<file path="config.mk">
export PLATFORM = sky130hd
export DESIGN_NAME = sps_regs
export DESIGN_NICKNAME = d
export VERILOG_FILES = /design/src/hw/sps_pkg.sv /design/src/hw/sps_lock_detect.sv /design/src/hw/sps_regs.sv /design/src/hw/sps_sequencer.sv
export SDC_FILE = /design/constraint.sdc
export NUM_CORES = 1
export LEC_CHECK = 0
export BUFFER_PORTS_ARGS = -buffer_cell sky130_fd_sc_hd__buf_4
export CORE_UTILIZATION = 57
export CTS_CLUSTER_SIZE = 28
export DETAILED_ROUTE_END_ITERATION = 12
export GPL_TIMING_DRIVEN = 1
export PLACE_DENSITY_LB_ADDON = 0.08
export REMOVE_ABC_BUFFERS = 1
export SLEW_MARGIN = 0
export SYNTH_ARGS = -nofsm -noshare
export SYNTH_HDL_FRONTEND = slang
export SYNTH_SLANG_ARGS = --single-unit
</file>
<file path="constraint.sdc">
create_clock -name clk -period 6.5 [get_ports clk]
set_input_delay 0.65 -clock clk [delete_from_list [all_inputs] [get_ports clk]]
set_output_delay 0.65 -clock clk [all_outputs]
set_load 0.02 [all_outputs]
</file>
<file path="src/hw/sps_pkg.sv">
// constants for the serdes pll status and configuration register bank
`default_nettype none
package sps_pkg;

   // ==========================================================
   // register access port
   localparam int ADDR_W = 12;
   localparam int DATA_W = 8;

   // ==========================================================
   // register offsets
   localparam logic [11:0] OFS_STATUS  = 12'h281;
   localparam logic [11:0] OFS_LOOP_A  = 12'h284;
   localparam logic [11:0] OFS_LOOP_B  = 12'h285;
   localparam logic [11:0] OFS_LOOP_C  = 12'h286;
   localparam logic [11:0] OFS_PUMP    = 12'h287;
   localparam logic [11:0] OFS_REFDIV  = 12'h289;

   // ==========================================================
   // status bit positions
   localparam int ST_LOCK    = 0;
   localparam int ST_BIAS    = 1;
   localparam int ST_VCOCAL  = 2;
   localparam int ST_CPVALID = 3;
   localparam int ST_CPLOW   = 4;
   localparam int ST_CPHIGH  = 5;

   // ==========================================================
   // field positions
   localparam int LF_HI_MSB   = 7;
   localparam int LF_HI_LSB   = 4;
   localparam int LF_LO_MSB   = 3;
   localparam int LF_LO_LSB   = 0;
   localparam int PUMP_CUR_MSB = 5;
   localparam int PUMP_MODE    = 6;
   localparam int REF_SEL      = 3;
   localparam int REF_BYPASS   = 2;
   localparam int OVS_MSB      = 1;

   // ==========================================================
   // reset values
   localparam logic [7:0] RST_STATUS = 8'h00;
   localparam logic [7:0] RST_LOOP_A = 8'h77;
   localparam logic [7:0] RST_LOOP_B = 8'h87;
   localparam logic [7:0] RST_LOOP_C = 8'h08;
   localparam logic [7:0] RST_PUMP   = 8'h3f;
   localparam logic [7:0] RST_REFDIV = 8'h04;

   // ==========================================================
   // oversampling codes
   localparam logic [1:0] OVS_NONE = 2'h0;
   localparam logic [1:0] OVS_X2   = 2'h1;
   localparam logic [1:0] OVS_X4   = 2'h2;

   // ==========================================================
   // lock detect counter width
   localparam int LOCK_CNT_W = 16;

   // power-up and calibration sequencer states
   typedef enum logic [1:0] {SPS_IDLE, SPS_POWER, SPS_CAL, SPS_RUN} sps_seq_e;

endpackage
`default_nettype wire

</file>
<file path="src/hw/sps_lock_detect.sv">
// lock detector: flags lock once the raw lock holds for the programmed count
`default_nettype none
module sps_lock_detect
   import sps_pkg::*;
#(
   parameter int CNT_W = sps_pkg::LOCK_CNT_W
)
(
   input  wire logic             clk,
   input  wire logic             rst_n,
   input  wire logic             enable,
   input  wire logic             lock_raw,
   input  wire logic [CNT_W-1:0] lock_count,
   output logic                  locked_ff
);

   logic [CNT_W-1:0] cnt_ff;
   logic [CNT_W-1:0] nxt_cnt;
   logic             nxt_locked;
   wire              reached = (cnt_ff >= lock_count);

   // count consecutive locked cycles, clear on any loss of lock
   assign nxt_cnt    = (!enable || !lock_raw) ? '0 :
                       reached ? cnt_ff : cnt_ff + 1'b1;
   assign nxt_locked = enable && lock_raw && reached;

   // state registers
   always_ff @(posedge clk or negedge rst_n)
   begin
      if (!rst_n)
      begin
         cnt_ff    <= '0;
         locked_ff <= 1'b0;
      end
      else
      begin
         cnt_ff    <= nxt_cnt;
         locked_ff <= nxt_locked;
      end
   end

endmodule
`default_nettype wire

</file>
<file path="src/hw/sps_regs.sv">
// serdes pll status readback and configuration register bank
//
// Contract
// - status bit 0 is set after lock held for the lock-detect count
// - status bit 2 reads 1 while oscillator calibration runs
// - status bit 3 reads 1 once pump calibration is valid
// - with output level zero, bit 5 flags pump above high threshold
// - with output level zero, bit 4 flags pump below low threshold
// - status bit 1 reads 1 when bias currents are ready
// - status is read-only, resets to zero, bits 7:6 read zero
// - three loop filter registers, two 4-bit fields, resets 77 87 08
// - regulator reference select bit 3, 0 band gap, resets 0
// - bit 2 bypasses regulator reference filter, resets 1
// - 2-bit oversampling field bits 1:0, resets zero
// - oversampling codes: 0 none, 1 two times, 2 four times
// - synth enable turns on currents then starts calibration
`default_nettype none
module sps_regs
   import sps_pkg::*;
(
   // ==========================================================
   // clock and reset
   input  wire logic                          clk,
   input  wire logic                          rst_n,

   // ==========================================================
   // register access port from the serial control engine
   input  wire logic [sps_pkg::ADDR_W-1:0]    reg_addr,
   input  wire logic                          reg_wr_en,
   input  wire logic [sps_pkg::DATA_W-1:0]    reg_wr_data,
   input  wire logic                          reg_rd_en,
   output logic      [sps_pkg::DATA_W-1:0]    reg_rd_data_ff,
   output logic                               reg_rd_valid_ff,

   // ==========================================================
   // controls held in neighbouring registers
   input  wire logic                          synth_enable,
   input  wire logic                          recal_request,
   input  wire logic [sps_pkg::LOCK_CNT_W-1:0] lock_detect_count,
   input  wire logic [3:0]                    oscillator_output_level,

   // ==========================================================
   // live indications from the analog pll
   input  wire logic                          pll_lock_raw,
   input  wire logic                          bias_currents_ready,
   input  wire logic                          oscillator_calibration_running,
   input  wire logic                          pump_calibration_valid,
   input  wire logic                          pump_above_high_threshold,
   input  wire logic                          pump_below_low_threshold,

   // ==========================================================
   // settings and sequencing outputs to the analog pll
   output logic      [7:0]                    loop_filter_a_ff,
   output logic      [7:0]                    loop_filter_b_ff,
   output logic      [7:0]                    loop_filter_c_ff,
   output logic      [5:0]                    pump_current_setting_ff,
   output logic                               logic_generator_power_mode_ff,
   output logic                               regulator_reference_select_ff,
   output logic                               regulator_filter_bypass_ff,
   output logic      [1:0]                    input_oversample_select_ff,
   output logic                               synth_locked_flag_ff,
   output logic                               pll_currents_on_ff,
   output logic                               pll_cal_start_ff
);

   // ==========================================================
   // address decode

   // single-address match, used for every register; a full 12-bit
   // compare, so no alias of the map ever selects a register
   function automatic logic hit(input logic [ADDR_W-1:0] a,
                                input logic [ADDR_W-1:0] ofs);
      hit = (a == ofs);
   endfunction

   wire sel_status = hit(reg_addr, OFS_STATUS);
   wire sel_loop_a = hit(reg_addr, OFS_LOOP_A);
   wire sel_loop_b = hit(reg_addr, OFS_LOOP_B);
   wire sel_loop_c = hit(reg_addr, OFS_LOOP_C);
   wire sel_pump   = hit(reg_addr, OFS_PUMP);
   wire sel_refdiv = hit(reg_addr, OFS_REFDIV);

   // write strobes; the status register takes no writes, and a write to
   // an unmapped address is dropped without any indication
   wire wr_loop_a = reg_wr_en && sel_loop_a;
   wire wr_loop_b = reg_wr_en && sel_loop_b;
   wire wr_loop_c = reg_wr_en && sel_loop_c;
   wire wr_pump   = reg_wr_en && sel_pump;
   wire wr_refdiv = reg_wr_en && sel_refdiv;

   // ==========================================================
   // power-up sequencing and lock detection

   logic lock_flag;

   // enable brings currents up, then the sequencer starts calibration;
   // the first start waits for bias ready; a recal request in run restarts calibration without checking bias ready
   sps_sequencer sps_sequencer_i (
      .clk            (clk),
      .rst_n          (rst_n),
      .synth_enable   (synth_enable),
      .recal_request  (recal_request),
      .bias_ready     (bias_currents_ready),
      .currents_on_ff (pll_currents_on_ff),
      .cal_start_ff   (pll_cal_start_ff)
   );

   // lock must hold for the programmed count before it is reported;
   // any drop of raw lock restarts the count, so a brief lock is not shown
   sps_lock_detect #(
      .CNT_W (LOCK_CNT_W)
   ) sps_lock_detect_i (
      .clk        (clk),
      .rst_n      (rst_n),
      .enable     (synth_enable),
      .lock_raw   (pll_lock_raw),
      .lock_count (lock_detect_count),
      .locked_ff  (lock_flag)
   );

   // ==========================================================
   // live status image
   // status bits follow the analog pll one cycle late; reads never stall

   logic [7:0] status_ff;
   logic [7:0] nxt_status;

   // range flags only mean something at output level zero; at any other
   // level the comparators are not meaningful and their bits read zero
   wire level_zero = (oscillator_output_level == 4'h0);
   wire range_high = level_zero && pump_above_high_threshold;
   wire range_low  = level_zero && pump_below_low_threshold;

   // status bits in register order, reserved bits held at reset value
   always_comb
   begin
      nxt_status             = RST_STATUS;
      nxt_status[ST_LOCK]    = lock_flag;
      nxt_status[ST_BIAS]    = bias_currents_ready;
      nxt_status[ST_VCOCAL]  = oscillator_calibration_running;
      nxt_status[ST_CPVALID] = pump_calibration_valid;
      nxt_status[ST_CPLOW]   = range_low;
      nxt_status[ST_CPHIGH]  = range_high;
   end

   // sampled every cycle, so a read sees the state one cycle old;
   // reads never write it back, so polling cannot disturb calibration
   always_ff @(posedge clk or negedge rst_n)
   begin
      if (!rst_n)
         status_ff <= RST_STATUS;
      else
         status_ff <= nxt_status;
   end

   // ==========================================================
   // configuration registers
   // each field has its own flop, so reserved bits never hold state

   // loop filter a; plain storage, the analog filter reads it directly
   // and a write takes effect on the next cycle
   always_ff @(posedge clk or negedge rst_n)
   begin
      if (!rst_n)
         loop_filter_a_ff <= RST_LOOP_A;
      else if (wr_loop_a)
         loop_filter_a_ff <= reg_wr_data;
   end

   // loop filter b, whole byte writable
   always_ff @(posedge clk or negedge rst_n)
   begin
      if (!rst_n)
         loop_filter_b_ff <= RST_LOOP_B;
      else if (wr_loop_b)
         loop_filter_b_ff <= reg_wr_data;
   end

   // loop filter c, whole byte writable
   always_ff @(posedge clk or negedge rst_n)
   begin
      if (!rst_n)
         loop_filter_c_ff <= RST_LOOP_C;
      else if (wr_loop_c)
         loop_filter_c_ff <= reg_wr_data;
   end

   // pump current setting, all ones out of reset;
   // bit 7 of this register has no flop and reads zero
   always_ff @(posedge clk or negedge rst_n)
   begin
      if (!rst_n)
         pump_current_setting_ff <= RST_PUMP[PUMP_CUR_MSB:0];
      else if (wr_pump)
         pump_current_setting_ff <= reg_wr_data[PUMP_CUR_MSB:0];
   end

   // logic generator power mode, mode 0 out of reset
   always_ff @(posedge clk or negedge rst_n)
   begin
      if (!rst_n)
         logic_generator_power_mode_ff <= RST_PUMP[PUMP_MODE];
      else if (wr_pump)
         logic_generator_power_mode_ff <= reg_wr_data[PUMP_MODE];
   end

   // regulator reference source: 0 band gap, 1 half-supply divider;
   // the switch follows the write with no settling delay of its own
   always_ff @(posedge clk or negedge rst_n)
   begin
      if (!rst_n)
         regulator_reference_select_ff <= RST_REFDIV[REF_SEL];
      else if (wr_refdiv)
         regulator_reference_select_ff <= reg_wr_data[REF_SEL];
   end

   // reference filter bypass; comes out of reset bypassed
   always_ff @(posedge clk or negedge rst_n)
   begin
      if (!rst_n)
         regulator_filter_bypass_ff <= RST_REFDIV[REF_BYPASS];
      else if (wr_refdiv)
         regulator_filter_bypass_ff <= reg_wr_data[REF_BYPASS];
   end

   // input oversampling code; code 3 has no defined meaning and is
   // simply kept as written, software must not rely on it
   always_ff @(posedge clk or negedge rst_n)
   begin
      if (!rst_n)
         input_oversample_select_ff <= RST_REFDIV[OVS_MSB:0];
      else if (wr_refdiv)
         input_oversample_select_ff <= reg_wr_data[OVS_MSB:0];
   end

   // ==========================================================
   // read path
   // one-cycle latency from strobe to valid; reads never stall

   // register images as the bus sees them, reserved bits zero
   wire [7:0] img_pump   = {1'b0, logic_generator_power_mode_ff, pump_current_setting_ff};
   wire [7:0] img_refdiv = {4'h0, regulator_reference_select_ff,
                            regulator_filter_bypass_ff, input_oversample_select_ff};

   logic [7:0] rd_mux;

   // unmapped addresses read zero; a read and a write in one cycle
   // return the value held before the write
   always_comb
   begin
      rd_mux = 8'h00;
      if (sel_status)
         rd_mux = status_ff;
      else if (sel_loop_a)
         rd_mux = loop_filter_a_ff;
      else if (sel_loop_b)
         rd_mux = loop_filter_b_ff;
      else if (sel_loop_c)
         rd_mux = loop_filter_c_ff;
      else if (sel_pump)
         rd_mux = img_pump;
      else if (sel_refdiv)
         rd_mux = img_refdiv;
      else
         rd_mux = 8'h00;
   end

   // read valid, one cycle after the strobe
   always_ff @(posedge clk or negedge rst_n)
   begin
      if (!rst_n)
         reg_rd_valid_ff <= 1'b0;
      else
         reg_rd_valid_ff <= reg_rd_en;
   end

   // read data, held until the next read
   always_ff @(posedge clk or negedge rst_n)
   begin
      if (!rst_n)
         reg_rd_data_ff <= 8'h00;
      else if (reg_rd_en)
         reg_rd_data_ff <= rd_mux;
   end

   // lock flag mirrored out for the rest of the receiver; it changes
   // in the same cycle as status bit 0, both being copies of one flop
   always_ff @(posedge clk or negedge rst_n)
   begin
      if (!rst_n)
         synth_locked_flag_ff <= 1'b0;
      else
         synth_locked_flag_ff <= lock_flag;
   end

endmodule
`default_nettype wire

</file>
<file path="src/hw/sps_sequencer.sv">
// power-up sequencer: currents on, then an automatic calibration start
`default_nettype none
module sps_sequencer
   import sps_pkg::*;
(
   input  wire logic clk,
   input  wire logic rst_n,
   input  wire logic synth_enable,
   input  wire logic recal_request,
   input  wire logic bias_ready,
   output logic      currents_on_ff,
   output logic      cal_start_ff
);

   sps_seq_e state_ff;
   sps_seq_e nxt_state;
   logic     recal_d_ff;
   wire      recal_rise = recal_request && !recal_d_ff;

   // next state: power up, wait for bias, fire one calibration start
   always_comb
   begin
      nxt_state = state_ff;
      case (state_ff)
         SPS_IDLE:  if (synth_enable) nxt_state = SPS_POWER;
         SPS_POWER: if (!synth_enable) nxt_state = SPS_IDLE;
                    else if (bias_ready) nxt_state = SPS_CAL;
         SPS_CAL:   nxt_state = synth_enable ? SPS_RUN : SPS_IDLE;
         SPS_RUN:   if (!synth_enable) nxt_state = SPS_IDLE;
                    else if (recal_rise) nxt_state = SPS_CAL;
         default:   nxt_state = SPS_IDLE;
      endcase
   end

   // state and output registers
   always_ff @(posedge clk or negedge rst_n)
   begin
      if (!rst_n)
      begin
         state_ff       <= SPS_IDLE;
         recal_d_ff     <= 1'b0;
         currents_on_ff <= 1'b0;
         cal_start_ff   <= 1'b0;
      end
      else
      begin
         state_ff       <= nxt_state;
         recal_d_ff     <= recal_request;
         currents_on_ff <= (nxt_state != SPS_IDLE);
         cal_start_ff   <= (nxt_state == SPS_CAL);
      end
   end

endmodule
`default_nettype wire

</file>
==> impl_metrics.json <==
{
  "status": "complete, no violations",
  "fmax_ghz": 0.411,
  "totalWireLength_mm": 8.21,
  "post-cts-setup-buffers": 0,
  "avgRoutedWirePerCell_um": 16.1,
  "die-area_um2": 6890,
  "synth_area_leaders": "dfrtp_1, dfstp_2, mux2_2, ha_1, mux4_2",
  "startpoint_type": "register",
  "area_growth_pct": 25.7,
  "fp.coreArea_um2": 6350,
  "postSynthAreaPerCell_um2": 11.3,
  "crit_fanout": 13,
  "rows": 29,
  "synth_most_common_cell": "dfrtp_1",
  "crit_path_cell_trace": "ha_1 -> nand4_1 -> nor3_1 -> o21ai_0 -> o211ai_1 -> o21ai_0 -> a21oi_1",
  "maxSlewHeadroom": 0.410,
  "hpwl_mm": 6.16,
  "arrival_ns": 2.68,
  "fin_setup_tns_ns": 0,
  "async_flop_share": 1.00,
  "port_buffers": 98,
  "worst_slew_pin_slew_ns": 0.885,
  "ioPinCount": 99,
  "htreeDepth": 3,
  "use_met3": 0.0577,
  "grt.total_usage": 0.249,
  "yosysSeqAreaShare": 0.488,
  "use_met2": 0.429,
  "n_fill_cell": 478,
  "crit_top_cell": "o21ai_0",
  "grt_pass1_vias": 2793,
  "cpMaxStageDelayCell": "o211ai_1",
  "min_period_ns": 2.43,
  "clockBufferDepth": 2,
  "cts.sinks": 72,
  "leakagePower_uw": 0.00232,
  "crit_path_end_kind": "register",
  "whs_ns": 0.352,
  "synthFlopType": "dfrtp_1",
  "fin_crit_sh": 0.375,
  "power_density_nw_per_um2": 186,
  "numCtsBuffers": 9,
  "synthesis.area_um2": 3740,
  "slew_viol_final": 0,
  "detail-route-antenna-nets": 0,
  "drt_pass1_iterations": 4,
  "antenna_found_initial": 0,
  "cts.clk_slew.worst_paths_ns": 0.07,
  "grt_start_max_net_pins": 73,
  "drive_gt1_frac": 0.432,
  "holdBufCountCts": 0,
  "setup_viol": 0,
  "ys_warn_count": 0,
  "synth_edf_count": 0,
  "crit_type": "reg -> reg",
  "ir_drop_mv": 0.110,
  "yosys-top-cells-count": "dfrtp_1, mux2_2, nand2_1",
  "slowest_delay_ns": 0.67,
  "gp_congestion": 0.918,
  "grt.busiest_layer": "met2",
  "worstHoldPathType": "reg -> reg",
  "met1_usage": 0.306,
  "vias_per_cell": 5.78,
  "synth_top_area_frac": 0.361,
  "start_util": 0.589,
  "cp_data_required_time_ns": 6.75,
  "clkLatencyLatePin_ns": 0.34,
  "antennaDiodeCount": 0,
  "fin_skew_ns": 0.0110,
  "postSynthCellCount": 331,
  "synth_top_area_cell": "dfrtp_1",
  "rsz0062_at_grt": "false",
  "clockRootBuffer": "clkbuf_8",
  "grt_first_pass_wirelength_mm": 13.4,
  "die_h_um": 83,
  "cts_resized": 0,
  "synth_cell_types": 53,
  "synth-seq-cells": 72,
  "drcViolationCount": 0,
  "final_nets": 497,
  "initialDrtViolationCount": 123,
  "vias": 2949,
  "grt_overflow_total": 0,
  "finalHoldViolations": 0,
  "fp.dieW_um": 83,
  "maxCapViolCount": 0,
  "tritoncts": "done"
}
-- power breakdown --
group / internal, µW / switching (µW) / leakage (µW)
Sequential: 454 / 3.23 / 0.000919
Clock: 177 / 167 / 0.0000952
Combinational: 35.4 / 40.0 / 0.00131
-- placed cells by master (no fill, tap or decap), types with 5 or more instances in the layout --
| cell | instances |
|---|---|
| dfstp_2 | 18 |
| nand2_1 | 25 |
| dfrtp_1 | 54 |
| nor3_1 | 6 |
| a21oi_1 | 16 |
| o31ai_1 | 6 |
| nand3_1 | 11 |
| or4_1 | 8 |
| nor2_1 | 9 |
| and3_1 | 6 |
| o211ai_1 | 7 |
| inv_1 | 24 |
| buf_4 | 98 |
| o21ai_0 | 10 |
| and2_1 | 8 |
| mux4_2 | 5 |
| mux2_2 | 36 |
| clkbuf_8 | 9 |
| ha_1 | 17 |
-- metrics by stage --
| step | instances | setup slack (ns) | instance area, µm² | total power [µW] | util |
|---|---|---|---|---|---|
| finish | 510 | 4.07 | 4700 | 877 | 0.740 |
| global route | 510 | 3.88 | 4700 | 909 | 0.740 |
| CTS | 510 | 4.06 | 4700 | 884 | 0.740 |
| detailed placement | 494 | 3.74 | 4500 | 542 | 0.709 |
| global placement | 494 | 3.87 | 4500 | 540 | 0.709 |
| floorplan | 319 | 4.12 | 3670 | 491 | - |
-- layout make-up --
type	count	area, µm²	area share
Multi-Input combinational cell	223	1760	0.374
Tap cell	77	96.3	0.0205
Inverter	24	90.1	0.0192
Clock inverter	7	72.6	0.0154
Timing Repair Buffer	98	736	0.157
Sequential cell	72	1820	0.388
Clock buffer	9	124	0.0264
-- worst paths after layout --
path / from / endpoint / slack (ns) / cells after the start
worst min register to register: sps_lock_detect_i.locked_ff$_DFF_PN0_ / status_ff[0]$_DFF_PN0_ / 0.35 / 0
worst max-delay path: sps_lock_detect_i.cnt_ff[12]$_DFFE_PN0P_ / sps_lock_detect_i.cnt_ff[9]$_DFFE_PN0P_ / 4.07 / 7
worst max register to register: sps_lock_detect_i.cnt_ff[12]$_DFFE_PN0P_ / sps_lock_detect_i.cnt_ff[9]$_DFFE_PN0P_ / 4.07 / 7
max in group asynchronous: rst_n / loop_filter_c_ff[1]$_DFFE_PN0P_ / 5.49 / 1
min in group asynchronous: rst_n / logic_generator_power_mode_ff$_DFFE_PN0P_ / 0.43 / 1
worst min-delay path: sps_lock_detect_i.locked_ff$_DFF_PN0_ / status_ff[0]$_DFF_PN0_ / 0.35 / 0
-- metal layers --
| metal | wire, µm | vias to the layer above |
|---|---|---|
| li1 | - | 1401 |
| met1 | 3200 | 1427 |
| met2 | 4380 | 106 |
| met3 | 472 | 15 |
| met4 | 153 | 0 |
| met5 | 0 | - |
-- sequential cells by signal, indices dropped and copies added, names as in the netlist, 2 cells and up --
name and cells:
reg_rd_data_ff 8, status_ff 6, loop_filter_c_ff 8, pump_current_setting_ff 6
sps_lock_detect_i.cnt_ff 16, loop_filter_a_ff 8, sps_sequencer_i.state_ff 2, input_oversample_select_ff 2
loop_filter_b_ff 8
-- cells by family (layout without fill, tap and decap cells) --
logic type | count (synthesis) | in the layout | synth area share
AND/OR/NAND/NOR | 98 | 98 | 0.151
flip-flops | 72 | 72 | 0.488
AO/OA/AOI/OAI | 62 | 62 | 0.112
multiplexers | 43 | 43 | 0.144
buffers and inverters | 36 | 138 | 0.0422
adder cells (fa/ha/maj) | 17 | 17 | 0.0569
XOR/XNOR | 3 | 3 | 0.00703
-- worst max-delay path: cells and delay by family (launching register included) --
family,cells,cell delay (ns)
AO/OA/AOI/OAI,4,1.21
adder cells (fa/ha/maj),1,0.31
flip-flops,1,0.46
AND/OR/NAND/NOR,2,0.37
Note: power is estimated with default switching activity, not from simulation.
